--- src/hdl/drc_defs.vh ---
// Register offsets, field positions, reset values and curve constants
`ifndef DRC_DEFS_VH
`define DRC_DEFS_VH

// Register offsets on the control port
`define DRC_OFS_RMS_TIME     8'h56
`define DRC_OFS_PEAK_TIMES   8'h57
`define DRC_OFS_LIMITER      8'h59
`define DRC_OFS_COMPRESSOR   8'h5A
`define DRC_OFS_MAX_OUTPUT   8'h5B
`define DRC_OFS_GATE_EXP     8'h5C
`define DRC_OFS_MIN_OUTPUT   8'h5D
`define DRC_OFS_MODE         8'h60

// Mode control field positions
`define DRC_BIT_SUPPLY_TRACK 7
`define DRC_BIT_LIMITER_DETECTOR_SOURCE      6
`define DRC_BIT_LIMITER_ENABLE       5
`define DRC_BIT_COMP_EN      4
`define DRC_BIT_EXPANDER_ENABLE       3
`define DRC_BIT_GATE_EN      2
`define DRC_BIT_DYNAMICS_ENABLE_HI    1
`define DRC_BIT_DYNAMICS_ENABLE_LO    0

// Reset values
`define DRC_RST_MODE         8'h00
`define DRC_RST_RMS_TIME     4'h3
`define DRC_RST_PEAK_TIMES   8'h00
`define DRC_RST_LIMITER      7'h0C
`define DRC_RST_COMPRESSOR   7'h18
`define DRC_RST_MAX_OUTPUT   7'h0C
`define DRC_RST_GATE_EXP     8'hFF
`define DRC_RST_MIN_OUTPUT   4'hF

// Curve constants, levels in half-dB steps relative to full scale
`define LIMITER_THRESHOLD_FIELD_TOP           11'sd12
`define GATE_THRESHOLD_FIELD_TOP           11'sd102
`define EXPANDER_THRESHOLD_FIELD_TOP           11'sd72
`define DRC_STEP_3DB         11'sd6
`define DRC_HALF_DB_PER_BIT  11'sd12
`define DRC_LEVEL_SILENT     11'sh600

`endif

--- src/hdl/drc_core.v ---
// Dynamic range control stage with input sample FIFO
// How it works
// - Limiter clips output at maximum output level
// - Supply tracking replaces programmed maximum output level
// - Compressor lowers gain between its threshold and limiter
// - Expander raises gain between its lower and upper bounds
// - Gate forces samples to zero below gate threshold
// - Mode register holds tracking, source and enable bits
// - Gate acts only while its enable bit is set
// - Peak and rms levels both feed the gain
// - Peak follows rises at attack, falls at release
// - Attack code in upper nibble, doubling time per code
// - Release code in lower nibble, doubling time per code
// - Rms window code in low nibble, upper reserved
// - Rms window resets to code 0011
// - Gain comes from static curve of measured level
// - Thresholds compare input level; extremes bound output
// - Seven-bit thresholds: +6 dB down in 0.5 dB
// - Gate threshold upper nibble, expander lower nibble
// - Gate from -51 dB, expander from -36 dB, 3 dB
// - Middle region keeps unity slope
// - Minimum output from -51 dB in 3 dB steps
`timescale 1ns/1ps
`include "drc_defs.vh"
`default_nettype none

// Sample FIFO built from flip-flops, registered full and empty
module drc_fifo #(
  parameter WIDTH = 16,
  parameter DEPTH = 16,
  parameter AW    = 4
) (
  // Clock and reset
  input  wire             core_clk,
  input  wire             reset_n,
  // Filling side
  input  wire             in_valid,
  output reg              in_ready,
  input  wire [WIDTH-1:0] in_data,
  // Draining side
  output reg              out_valid,
  input  wire             out_ready,
  output wire [WIDTH-1:0] out_data
);
  reg  [WIDTH-1:0] mem [0:DEPTH-1];   // Storage words
  reg  [AW-1:0]    wr_ptr;            // Next write slot
  reg  [AW-1:0]    rd_ptr;            // Next read slot
  reg  [AW:0]      count;             // Words held
  wire             push;              // Word accepted
  wire             pop;               // Word removed
  reg  [AW:0]      next_count;        // Fill after this edge

  assign push     = in_valid & in_ready;
  assign pop      = out_valid & out_ready;
  assign out_data = mem[rd_ptr];

  // Fill level update
  always @* begin
    next_count = count;
    if (push & ~pop) begin
      next_count = count + 1'b1;
    end else if (pop & ~push) begin
      next_count = count - 1'b1;
    end
  end

  // Pointers and flags; full and empty come straight from flops
  always @(posedge core_clk or negedge reset_n) begin
    if (!reset_n) begin
      wr_ptr    <= {AW{1'b0}};
      rd_ptr    <= {AW{1'b0}};
      count     <= {(AW+1){1'b0}};
      in_ready  <= 1'b1;
      out_valid <= 1'b0;
    end else begin
      if (push) begin
        wr_ptr <= (wr_ptr == DEPTH - 1) ? {AW{1'b0}} : wr_ptr + 1'b1;
      end
      if (pop) begin
        rd_ptr <= (rd_ptr == DEPTH - 1) ? {AW{1'b0}} : rd_ptr + 1'b1;
      end
      count     <= next_count;
      in_ready  <= (next_count != DEPTH);
      out_valid <= (next_count != {(AW+1){1'b0}});
    end
  end

  // Storage has no reset; contents are only read once written
  always @(posedge core_clk) begin
    if (push) begin
      mem[wr_ptr] <= in_data;
    end
  end
endmodule

// Dynamic range control top
module drc_core #(
  parameter SW         = 16,   // Sample width
  parameter FIFO_DEPTH = 16    // Input FIFO depth
) (
  // Clock and reset
  input  wire          core_clk,
  input  wire          reset_n,
  // Register port
  input  wire [7:0]    reg_addr,
  input  wire          reg_write,
  input  wire [7:0]    reg_wdata,
  input  wire          reg_read,
  output reg  [7:0]    reg_rdata,
  // Measured speaker supply, already as maximum output code
  input  wire [6:0]    speaker_supply,
  // Upstream samples
  input  wire          in_valid,
  output wire          in_ready,
  input  wire [SW-1:0] in_data,
  // Downstream samples
  output reg           out_valid,
  input  wire          out_ready,
  output reg  [SW-1:0] out_data
);
  // Sequencer states, one-hot
  localparam ST_IDLE = 4'b0001;
  localparam ST_DET  = 4'b0010;
  localparam ST_GAIN = 4'b0100;
  localparam ST_OUT  = 4'b1000;

  // Registers
  reg  [7:0]  dynamics_mode_ctrl;       // Mode control
  reg  [3:0]  rms_average_window;       // Rms window code
  reg  [7:0]  peak_detector_times;      // Attack and release codes
  reg  [6:0]  limiter_threshold;        // Limiter threshold code
  reg  [6:0]  compressor_threshold;     // Compressor threshold code
  reg  [6:0]  max_output_amplitude;     // Maximum output code
  reg  [7:0]  gate_expander_thresholds; // Gate and expander codes
  reg  [3:0]  min_output_field;         // Minimum output code

  // Datapath state
  reg  [3:0]     state;        // Sequencer
  reg  [SW-1:0]  sample;       // Sample in flight
  reg  [SW-1:0]  peak_env;     // Peak envelope, magnitude
  reg  [31:0]    ms_env;       // Mean square envelope
  wire           fifo_valid;   // FIFO holds a sample
  wire [SW-1:0]  fifo_data;    // FIFO head
  wire           fifo_pop;     // Take FIFO head

  // Field views
  wire        limiter_enable     = dynamics_mode_ctrl[`DRC_BIT_LIMITER_ENABLE];
  wire        compressor_enable  = dynamics_mode_ctrl[`DRC_BIT_COMP_EN];
  wire        expander_enable    = dynamics_mode_ctrl[`DRC_BIT_EXPANDER_ENABLE];
  wire        gate_enable        = dynamics_mode_ctrl[`DRC_BIT_GATE_EN];
  wire        limiter_detector_source_rms        = dynamics_mode_ctrl[`DRC_BIT_LIMITER_DETECTOR_SOURCE];
  wire        supply_track       = dynamics_mode_ctrl[`DRC_BIT_SUPPLY_TRACK];
  wire        dynamics_enable    =
    |dynamics_mode_ctrl[`DRC_BIT_DYNAMICS_ENABLE_HI:`DRC_BIT_DYNAMICS_ENABLE_LO];
  wire [3:0]  peak_attack_time   = peak_detector_times[7:4];
  wire [3:0]  peak_release_time  = peak_detector_times[3:0];
  wire [3:0]  gate_threshold_field     = gate_expander_thresholds[7:4];
  wire [3:0]  expander_threshold_field = gate_expander_thresholds[3:0];

  // Level of a 32-bit magnitude in half-dB below full scale
  function signed [10:0] level_of;
    input [31:0] v;
    integer      i;
    integer      msb;
    integer      lv;
    begin
      msb = -1;
      for (i = 0; i < 32; i = i + 1) begin
        if (v[i]) begin
          msb = i;
        end
      end
      if (msb < 0) begin
        level_of = `DRC_LEVEL_SILENT;
      end else begin
        lv = -12 * (31 - msb);
        // Next bit below the leading one adds about 3.5 dB
        if (msb > 0 && v[msb-1]) begin
          lv = lv + 7;
        end
        level_of = lv[10:0];
      end
    end
  endfunction

  // Seven-bit threshold code to level; +6 dB at code zero
  function signed [10:0] fine_level;
    input [6:0] code;
    begin
      fine_level = `LIMITER_THRESHOLD_FIELD_TOP - $signed({4'b0000, code});
    end
  endfunction

  // Four-bit code to level in 3 dB steps down from top
  function signed [10:0] coarse_level;
    input signed [10:0] top;
    input [3:0]         code;
    begin
      coarse_level = -top - `DRC_STEP_3DB * $signed({7'd0, code});
    end
  endfunction

  // Fractional 0.5 dB steps of the gain, Q2.14
  function [15:0] frac_gain;
    input [3:0] r;
    begin
      case (r)
        4'd0:    frac_gain = 16'h4000;
        4'd1:    frac_gain = 16'h43CE;
        4'd2:    frac_gain = 16'h47D6;
        4'd3:    frac_gain = 16'h4C1C;
        4'd4:    frac_gain = 16'h50A3;
        4'd5:    frac_gain = 16'h556E;
        4'd6:    frac_gain = 16'h5A82;
        4'd7:    frac_gain = 16'h5FE4;
        4'd8:    frac_gain = 16'h6598;
        4'd9:    frac_gain = 16'h6BA2;
        4'd10:   frac_gain = 16'h7209;
        4'd11:   frac_gain = 16'h78D1;
        default: frac_gain = 16'h4000;
      endcase
    end
  endfunction

  // Register writes; reserved bits are never stored
  always @(posedge core_clk or negedge reset_n) begin
    if (!reset_n) begin
      dynamics_mode_ctrl       <= `DRC_RST_MODE;
      rms_average_window       <= `DRC_RST_RMS_TIME;
      peak_detector_times      <= `DRC_RST_PEAK_TIMES;
      limiter_threshold        <= `DRC_RST_LIMITER;
      compressor_threshold     <= `DRC_RST_COMPRESSOR;
      max_output_amplitude     <= `DRC_RST_MAX_OUTPUT;
      gate_expander_thresholds <= `DRC_RST_GATE_EXP;
      min_output_field         <= `DRC_RST_MIN_OUTPUT;
    end else if (reg_write) begin
      case (reg_addr)
        `DRC_OFS_MODE:       dynamics_mode_ctrl <= reg_wdata;
        `DRC_OFS_RMS_TIME:   rms_average_window <= reg_wdata[3:0];
        `DRC_OFS_PEAK_TIMES: peak_detector_times <= reg_wdata;
        `DRC_OFS_LIMITER:    limiter_threshold <= reg_wdata[6:0];
        `DRC_OFS_COMPRESSOR: compressor_threshold <= reg_wdata[6:0];
        `DRC_OFS_MAX_OUTPUT: max_output_amplitude <= reg_wdata[6:0];
        `DRC_OFS_GATE_EXP:   gate_expander_thresholds <= reg_wdata;
        `DRC_OFS_MIN_OUTPUT: min_output_field <= reg_wdata[3:0];
        default: begin
          // Unmapped offsets are ignored
        end
      endcase
    end
  end

  // Registered read data, reserved bits as zero
  always @(posedge core_clk or negedge reset_n) begin
    if (!reset_n) begin
      reg_rdata <= 8'h00;
    end else if (reg_read) begin
      case (reg_addr)
        `DRC_OFS_MODE:       reg_rdata <= dynamics_mode_ctrl;
        `DRC_OFS_RMS_TIME:   reg_rdata <= {4'h0, rms_average_window};
        `DRC_OFS_PEAK_TIMES: reg_rdata <= peak_detector_times;
        `DRC_OFS_LIMITER:    reg_rdata <= {1'b0, limiter_threshold};
        `DRC_OFS_COMPRESSOR: reg_rdata <= {1'b0, compressor_threshold};
        `DRC_OFS_MAX_OUTPUT: reg_rdata <= {1'b0, max_output_amplitude};
        `DRC_OFS_GATE_EXP:   reg_rdata <= gate_expander_thresholds;
        `DRC_OFS_MIN_OUTPUT: reg_rdata <= {4'h0, min_output_field};
        default:             reg_rdata <= 8'h00;
      endcase
    end
  end

  // Input FIFO; a full FIFO drops in_ready back to the source
  drc_fifo #(
    .WIDTH (SW),
    .DEPTH (FIFO_DEPTH),
    .AW    ($clog2(FIFO_DEPTH))
  ) u_fifo (
    .core_clk  (core_clk),
    .reset_n   (reset_n),
    .in_valid  (in_valid),
    .in_ready  (in_ready),
    .in_data   (in_data),
    .out_valid (fifo_valid),
    .out_ready (fifo_pop),
    .out_data  (fifo_data)
  );

  assign fifo_pop = (state == ST_IDLE) & fifo_valid;

  // Detector inputs
  wire [SW-1:0] mag     = sample[SW-1] ? (~sample + 1'b1) : sample;
  wire [31:0]   mag_sq  = {{(32-SW){1'b0}}, mag} * {{(32-SW){1'b0}}, mag};
  wire [31:0]   pk_up   = {{(32-SW){1'b0}}, mag - peak_env} >> peak_attack_time;
  wire [31:0]   pk_dn   = {{(32-SW){1'b0}}, peak_env - mag} >> peak_release_time;
  wire [31:0]   ms_up   = (mag_sq - ms_env) >> rms_average_window;
  wire [31:0]   ms_dn   = (ms_env - mag_sq) >> rms_average_window;
  // A zero step at long times would stall the envelope; force one LSB
  wire [SW-1:0] pk_up_s = (pk_up == 32'd0) ? {{(SW-1){1'b0}}, 1'b1}
                                            : pk_up[SW-1:0];
  wire [SW-1:0] pk_dn_s = (pk_dn == 32'd0) ? {{(SW-1){1'b0}}, 1'b1}
                                            : pk_dn[SW-1:0];

  // Measured levels and curve points
  wire signed [10:0] peak_lv = level_of({peak_env, {(32-SW){1'b0}}});
  wire signed [10:0] sq_lv   = level_of({ms_env[29:0], 2'b00});
  wire signed [10:0] rms_lv  = sq_lv >>> 1;
  wire signed [10:0] lim_lv  = limiter_detector_source_rms ? rms_lv : peak_lv;
  wire signed [10:0] lt_lv   = fine_level(limiter_threshold);
  wire signed [10:0] ct_lv   = fine_level(compressor_threshold);
  wire [6:0]         smax_c  = supply_track ? speaker_supply
                                            : max_output_amplitude;
  wire signed [10:0] smax_lv = fine_level(smax_c);
  wire signed [10:0] nt_lv   = coarse_level(`GATE_THRESHOLD_FIELD_TOP,
                                            gate_threshold_field);
  wire signed [10:0] et_lv   = coarse_level(`EXPANDER_THRESHOLD_FIELD_TOP,
                                            expander_threshold_field);
  wire signed [10:0] smin_lv = coarse_level(`GATE_THRESHOLD_FIELD_TOP,
                                            min_output_field);

  // Static curve: gain in half-dB from the input level
  reg signed [10:0] gain;
  reg               mute;
  always @* begin
    gain = 11'sd0;
    mute = 1'b0;
    if (!dynamics_enable) begin
      gain = 11'sd0;
    end else if (gate_enable && rms_lv < nt_lv) begin
      mute = 1'b1;
    end else if (limiter_enable && lim_lv > lt_lv) begin
      gain = smax_lv - lim_lv;
    end else if (compressor_enable && rms_lv > ct_lv) begin
      gain = (ct_lv - rms_lv) >>> 1;
    end else if (expander_enable && rms_lv < et_lv) begin
      // Half the distance to the upper bound is added back
      gain = (et_lv - rms_lv) >>> 1;
      if (rms_lv + gain < smin_lv) begin
        gain = smin_lv - rms_lv;
      end
    end
  end

  // Gain in half-dB split into whole 6 dB shifts and a fraction
  wire signed [10:0] g_q  = (gain >= 0) ? (gain / 12)
                          : -((-gain + 11'sd11) / 12);
  wire signed [10:0] g_r  = gain - g_q * `DRC_HALF_DB_PER_BIT;
  wire signed [16:0] fr   = $signed({1'b0, frac_gain(g_r[3:0])});
  wire signed [33:0] prod = $signed(sample) * fr;
  wire signed [47:0] wide = {{14{prod[33]}}, prod} <<< 10;
  reg  signed [47:0] shifted;
  reg  [SW-1:0]      next_out;
  // Shift, then saturate to sample width
  always @* begin
    if (g_q >= 0) begin
      shifted = wide <<< g_q[4:0];
    end else begin
      shifted = wide >>> (-g_q);
    end
    if (mute) begin
      next_out = {SW{1'b0}};
    end else if (shifted[47:24+SW-1] != {(25-SW){shifted[47]}}) begin
      next_out = shifted[47] ? {1'b1, {(SW-1){1'b0}}}
                             : {1'b0, {(SW-1){1'b1}}};
    end else begin
      next_out = shifted[24+SW-1:24];
    end
  end

  // Sequencer: take, detect, apply gain, hand downstream
  always @(posedge core_clk or negedge reset_n) begin
    if (!reset_n) begin
      state     <= ST_IDLE;
      sample    <= {SW{1'b0}};
      peak_env  <= {SW{1'b0}};
      ms_env    <= 32'd0;
      out_valid <= 1'b0;
      out_data  <= {SW{1'b0}};
    end else begin
      case (state)
        ST_IDLE: begin
          if (fifo_valid) begin
            sample <= fifo_data;
            state  <= ST_DET;
          end
        end
        ST_DET: begin
          // Peak: attack on rise, release on fall
          if (mag > peak_env) begin
            peak_env <= (peak_attack_time == 4'd0) ? mag
                        : peak_env + pk_up_s;
          end else if (mag < peak_env) begin
            peak_env <= (peak_release_time == 4'd0) ? mag
                        : peak_env - pk_dn_s;
          end
          // Rms: one-pole average of the square
          if (mag_sq > ms_env) begin
            ms_env <= ms_env + ms_up;
          end else begin
            ms_env <= ms_env - ms_dn;
          end
          state <= ST_GAIN;
        end
        ST_GAIN: begin
          out_data  <= next_out;
          out_valid <= 1'b1;
          state     <= ST_OUT;
        end
        ST_OUT: begin
          if (out_ready) begin
            out_valid <= 1'b0;
            state     <= ST_IDLE;
          end
        end
        default: begin
          state <= ST_IDLE;
        end
      endcase
    end
  end
endmodule

`default_nettype wire

--- config.mk ---
export PLATFORM = sky130hd
export DESIGN_NAME = drc_core
export DESIGN_NICKNAME = d
export VERILOG_FILES = /design/src/hdl/drc_core.v
export VERILOG_INCLUDE_DIRS = /design/src /design/src/hdl
export SDC_FILE = /design/constraint.sdc
export NUM_CORES = 2
export LEC_CHECK = 0
export ABC_AREA = 1
export ABC_CLOCK_PERIOD_IN_PS = 23300
export BUFFER_PORTS_ARGS = -buffer_cell sky130_fd_sc_hd__buf_2
export CAP_MARGIN = 30
export CORE_MARGIN = 2
export CORE_UTILIZATION = 60
export DETAILED_ROUTE_END_ITERATION = 10
export PLACE_DENSITY = 0.88
export SYNTH_ARGS = -nofsm -noshare
export SYNTH_HDL_FRONTEND = slang
export SYNTH_SLANG_ARGS = --single-unit
--- constraint.sdc ---
create_clock -name core_clk -period 23.3 [get_ports core_clk]
set_input_delay 2.33 -clock core_clk [delete_from_list [all_inputs] [get_ports core_clk]]
set_output_delay 2.33 -clock core_clk [all_outputs]
set_load 0.02 [all_outputs]
==> impl_metrics.yaml <==
global_routing:
  grt_max_degree: 113
  grt_pass1_vias: 54052
  antenna_found_initial: 3
  grt_usage_pct: 36.1
  grt_pass1_wl_um: 277000
  overflow: 0
timing:
  timing.fmax_mhz: 40.6
  setup_viol: 16
  fin_crit_ps: 24610
  max_slew.worst_pin.slew_ps: 1010
  hold_viol_final: 0
  slew_headroom_pct: 32.7
  setup_ws_ps: -1310
  fin_skew_ps: 40.0
  rsz0062_at_grt: "true"
  hold_slack_ps: 442
  fin_crit_sh_pct: 106
  timing.setup.tns_ps: -19630
  maxSlewViolCount: 0
floorplanning:
  num_rows: 111
  die_area_mm2: 0.0954
  ios: 71
  die_w_um: 309
  initial_core_util_pct: 60.7
  core_area_mm2: 0.0919
  dieHeight_um: 309
synth:
  yosysTopAreaCell: "edfxtp_1"
  yosysUniqueCellTypes: 78
  yosysSeqAreaShare_pct: 21.1
  synth_flop_cell: "edfxtp_1"
  syn_area_per_cell_um2: 7.17
  synthArstFlopShare_pct: 38.6
  synthTopCellsByArea: "edfxtp_1 (14%), fa_1 (13%), ha_1 (11%)"
  synth.most_common_cell: "nand2_1"
  synth_top_area_share_pct: 13.8
  synthTopCellsByCount: "nand2_1 (1608), inv_1 (1235), nor2_1 (777)"
  synth_warnings: 0
  syn-cell-area_mm2: 0.0558
  synth-seq-cells: 417
  synth_edf_count: 256
  synthCells: 7777
hold_path:
  min_to: "state[0]"
  hp-start: "u_fifo.out_valid"
  hold_class: "flop to flop"
  holdPathStages: 1
detailed_routing:
  wire_per_inst_um: 19.3
  num_vias: 56659
  via_per_inst: 6.00
  drt-initial-drc-count: 6828
  totalWireLength_um: 182000
  drt_pass1_iterations: 9
  ant_nets: 0
  drc: 0
clock_tree:
  clock_path_buffers: 3
  cts_buffers: 46
  htreeDepth: 2
  path_clk_slew_ps: 60
  numClockSinks: 417
  clockRootBuffer: "clkbuf_16"
  cts_tree: "yes"
  postCtsHoldBufs: 0
  worstSkewPairLatency_ps: 650
place:
  portBuffers: 70
  dp_hpwl_um: 133000
  placed_cell_area_mm2: 0.0600
  gp_congestion: 1.02
flow_run:
  cap_viol_max_count: 0
cells_and_area:
  design_area_mm2: 0.0642
  final_util_pct: 69.9
  seq_area_mm2: 0.0118
  fillers: 7055
  drive_gt1_share_pct: 14.5
  nNetsFinal: 9070
  multi_input_area_mm2: 0.0399
  areaGrowthSynthToFinish_pct: 15.1
critical_path:
  path_max_fanout: 8
  start_kind: "flop"
  r2r-end: "out_data[5]"
  critPathBufInv: 21
  worst_setup_path_end_kind: "flop"
  critPathArrivalTime_ps: 25190
  worstRegToRegCells: 178
  critPathMaxStageDelay_ps: 550
  critPathKind: "flop to flop"
  crit_top_cell: "nand2_2"
  slowest_stage: "fa_1"
  r2r_setup_slack_ps: -1310
  crit_family: "simple AND/OR/NAND/NOR gates"
  r2r_start: "ms_env[4]"
  cp.required_ps: 23880
outcome:
  outcome: "finished with violations"
  violations: "negative setup slack"
==> through the flow <==
stage | instances | setup WS [ps]
finish | 9438 | -1310
global route | 9438 | -2890
CTS | 9390 | -22.5
detailed placement | 9218 | -945
global placement | 9214 | -63.1
floorplan | 7787 | 11.7
==> per-layer routing <==
layer	wire [um]	vias to the layer above	GRT usage, %	part of all wire [%]
met5	9	-	0	0.0049
met4	8950	2	16.2	4.9
met3	18700	695	6.86	10
met2	84800	3343	59.4	47
met1	69400	26540	46.4	38
li1	-	26079	-	-
==> state kept, by name, indices dropped and copies added, names as in the netlist, 4 cells and up <==
register / flops
compressor_threshold: 7
state: 4
rms_average_window: 4
u_fifo.mem: 256
u_fifo.count: 5
gate_expander_thresholds: 8
peak_env: 16
out_data: 16
u_fifo.rd_ptr: 4
min_output_field: 4
limiter_threshold: 7
peak_detector_times: 8
ms_env: 32
max_output_amplitude: 7
u_fifo.wr_ptr: 4
sample: 16
dynamics_mode_ctrl: 8
reg_rdata: 8
==> worst reg2reg max path, delay by kind of cell, from the launching register on <==
kind,cells,cell delay [ps]
flops,1,400
buf+inv,21,2000
xor+xnor,3,530
compound gates,25,4000
fa+ha+maj,18,6330
simple gates,110,11060
mux,1,210
==> layout by cell type (no fill, tap or decap), drive strengths merged, types with 139 or more instances in the layout <==
cell type,n
nor2,791
ha,508
nand2,1647
inv,1268
fa,360
buf,593
nand3,351
a21oi,390
dfrtp,139
o21ai,829
xor2,249
edfxtp,256
==> cell families after synthesis <==
logic type / Yosys count / synth area share (%)
other cells: 2 / 0.0135
flops: 417 / 21.1
mux: 37 / 0.675
compound gates: 1604 / 16.4
buf+inv: 1563 / 10.6
xor+xnor: 313 / 4.91
fa+ha+maj: 868 / 24.3
simple gates: 2973 / 22.0
==> how the worst max path moves through the flow <==
stage	start	to	cells past startpoint
2_1_floorplan	ms_env[1]	out_data[14]	204
3_3_place_gp	ms_env[4]	out_data[14]	172
3_5_place_dp	ms_env[4]	out_data[9]	172
4_1_cts	ms_env[1]	out_data[1]	199
5_1_grt	ms_env[1]	out_data[3]	207
6_report	ms_env[4]	out_data[5]	178
==> timing repair <==
item                       in CTS  in global routing
gates resized for setup       123                263
pin swaps                     117                196
cloned                          3                  1
setup buffers                  85                 44
setup endpoints to repair      16                 16
==> layout make-up <==
type | instances | share of cell area (%)
clock buffer | 64 | 1.98
timing repair inverter | 1 | 0.00779
inverter | 1290 | 7.63
timing repair buffer | 594 | 7.16
clock inverter | 20 | 0.454
tap | 1243 | 2.42
antenna | 2 | 0.00779
sequential | 417 | 18.3
multi-input combinational | 5807 | 62.1
Power is not shown: default switching activity piles up to over one toggle a cycle in this logic, so the estimate is an artifact.
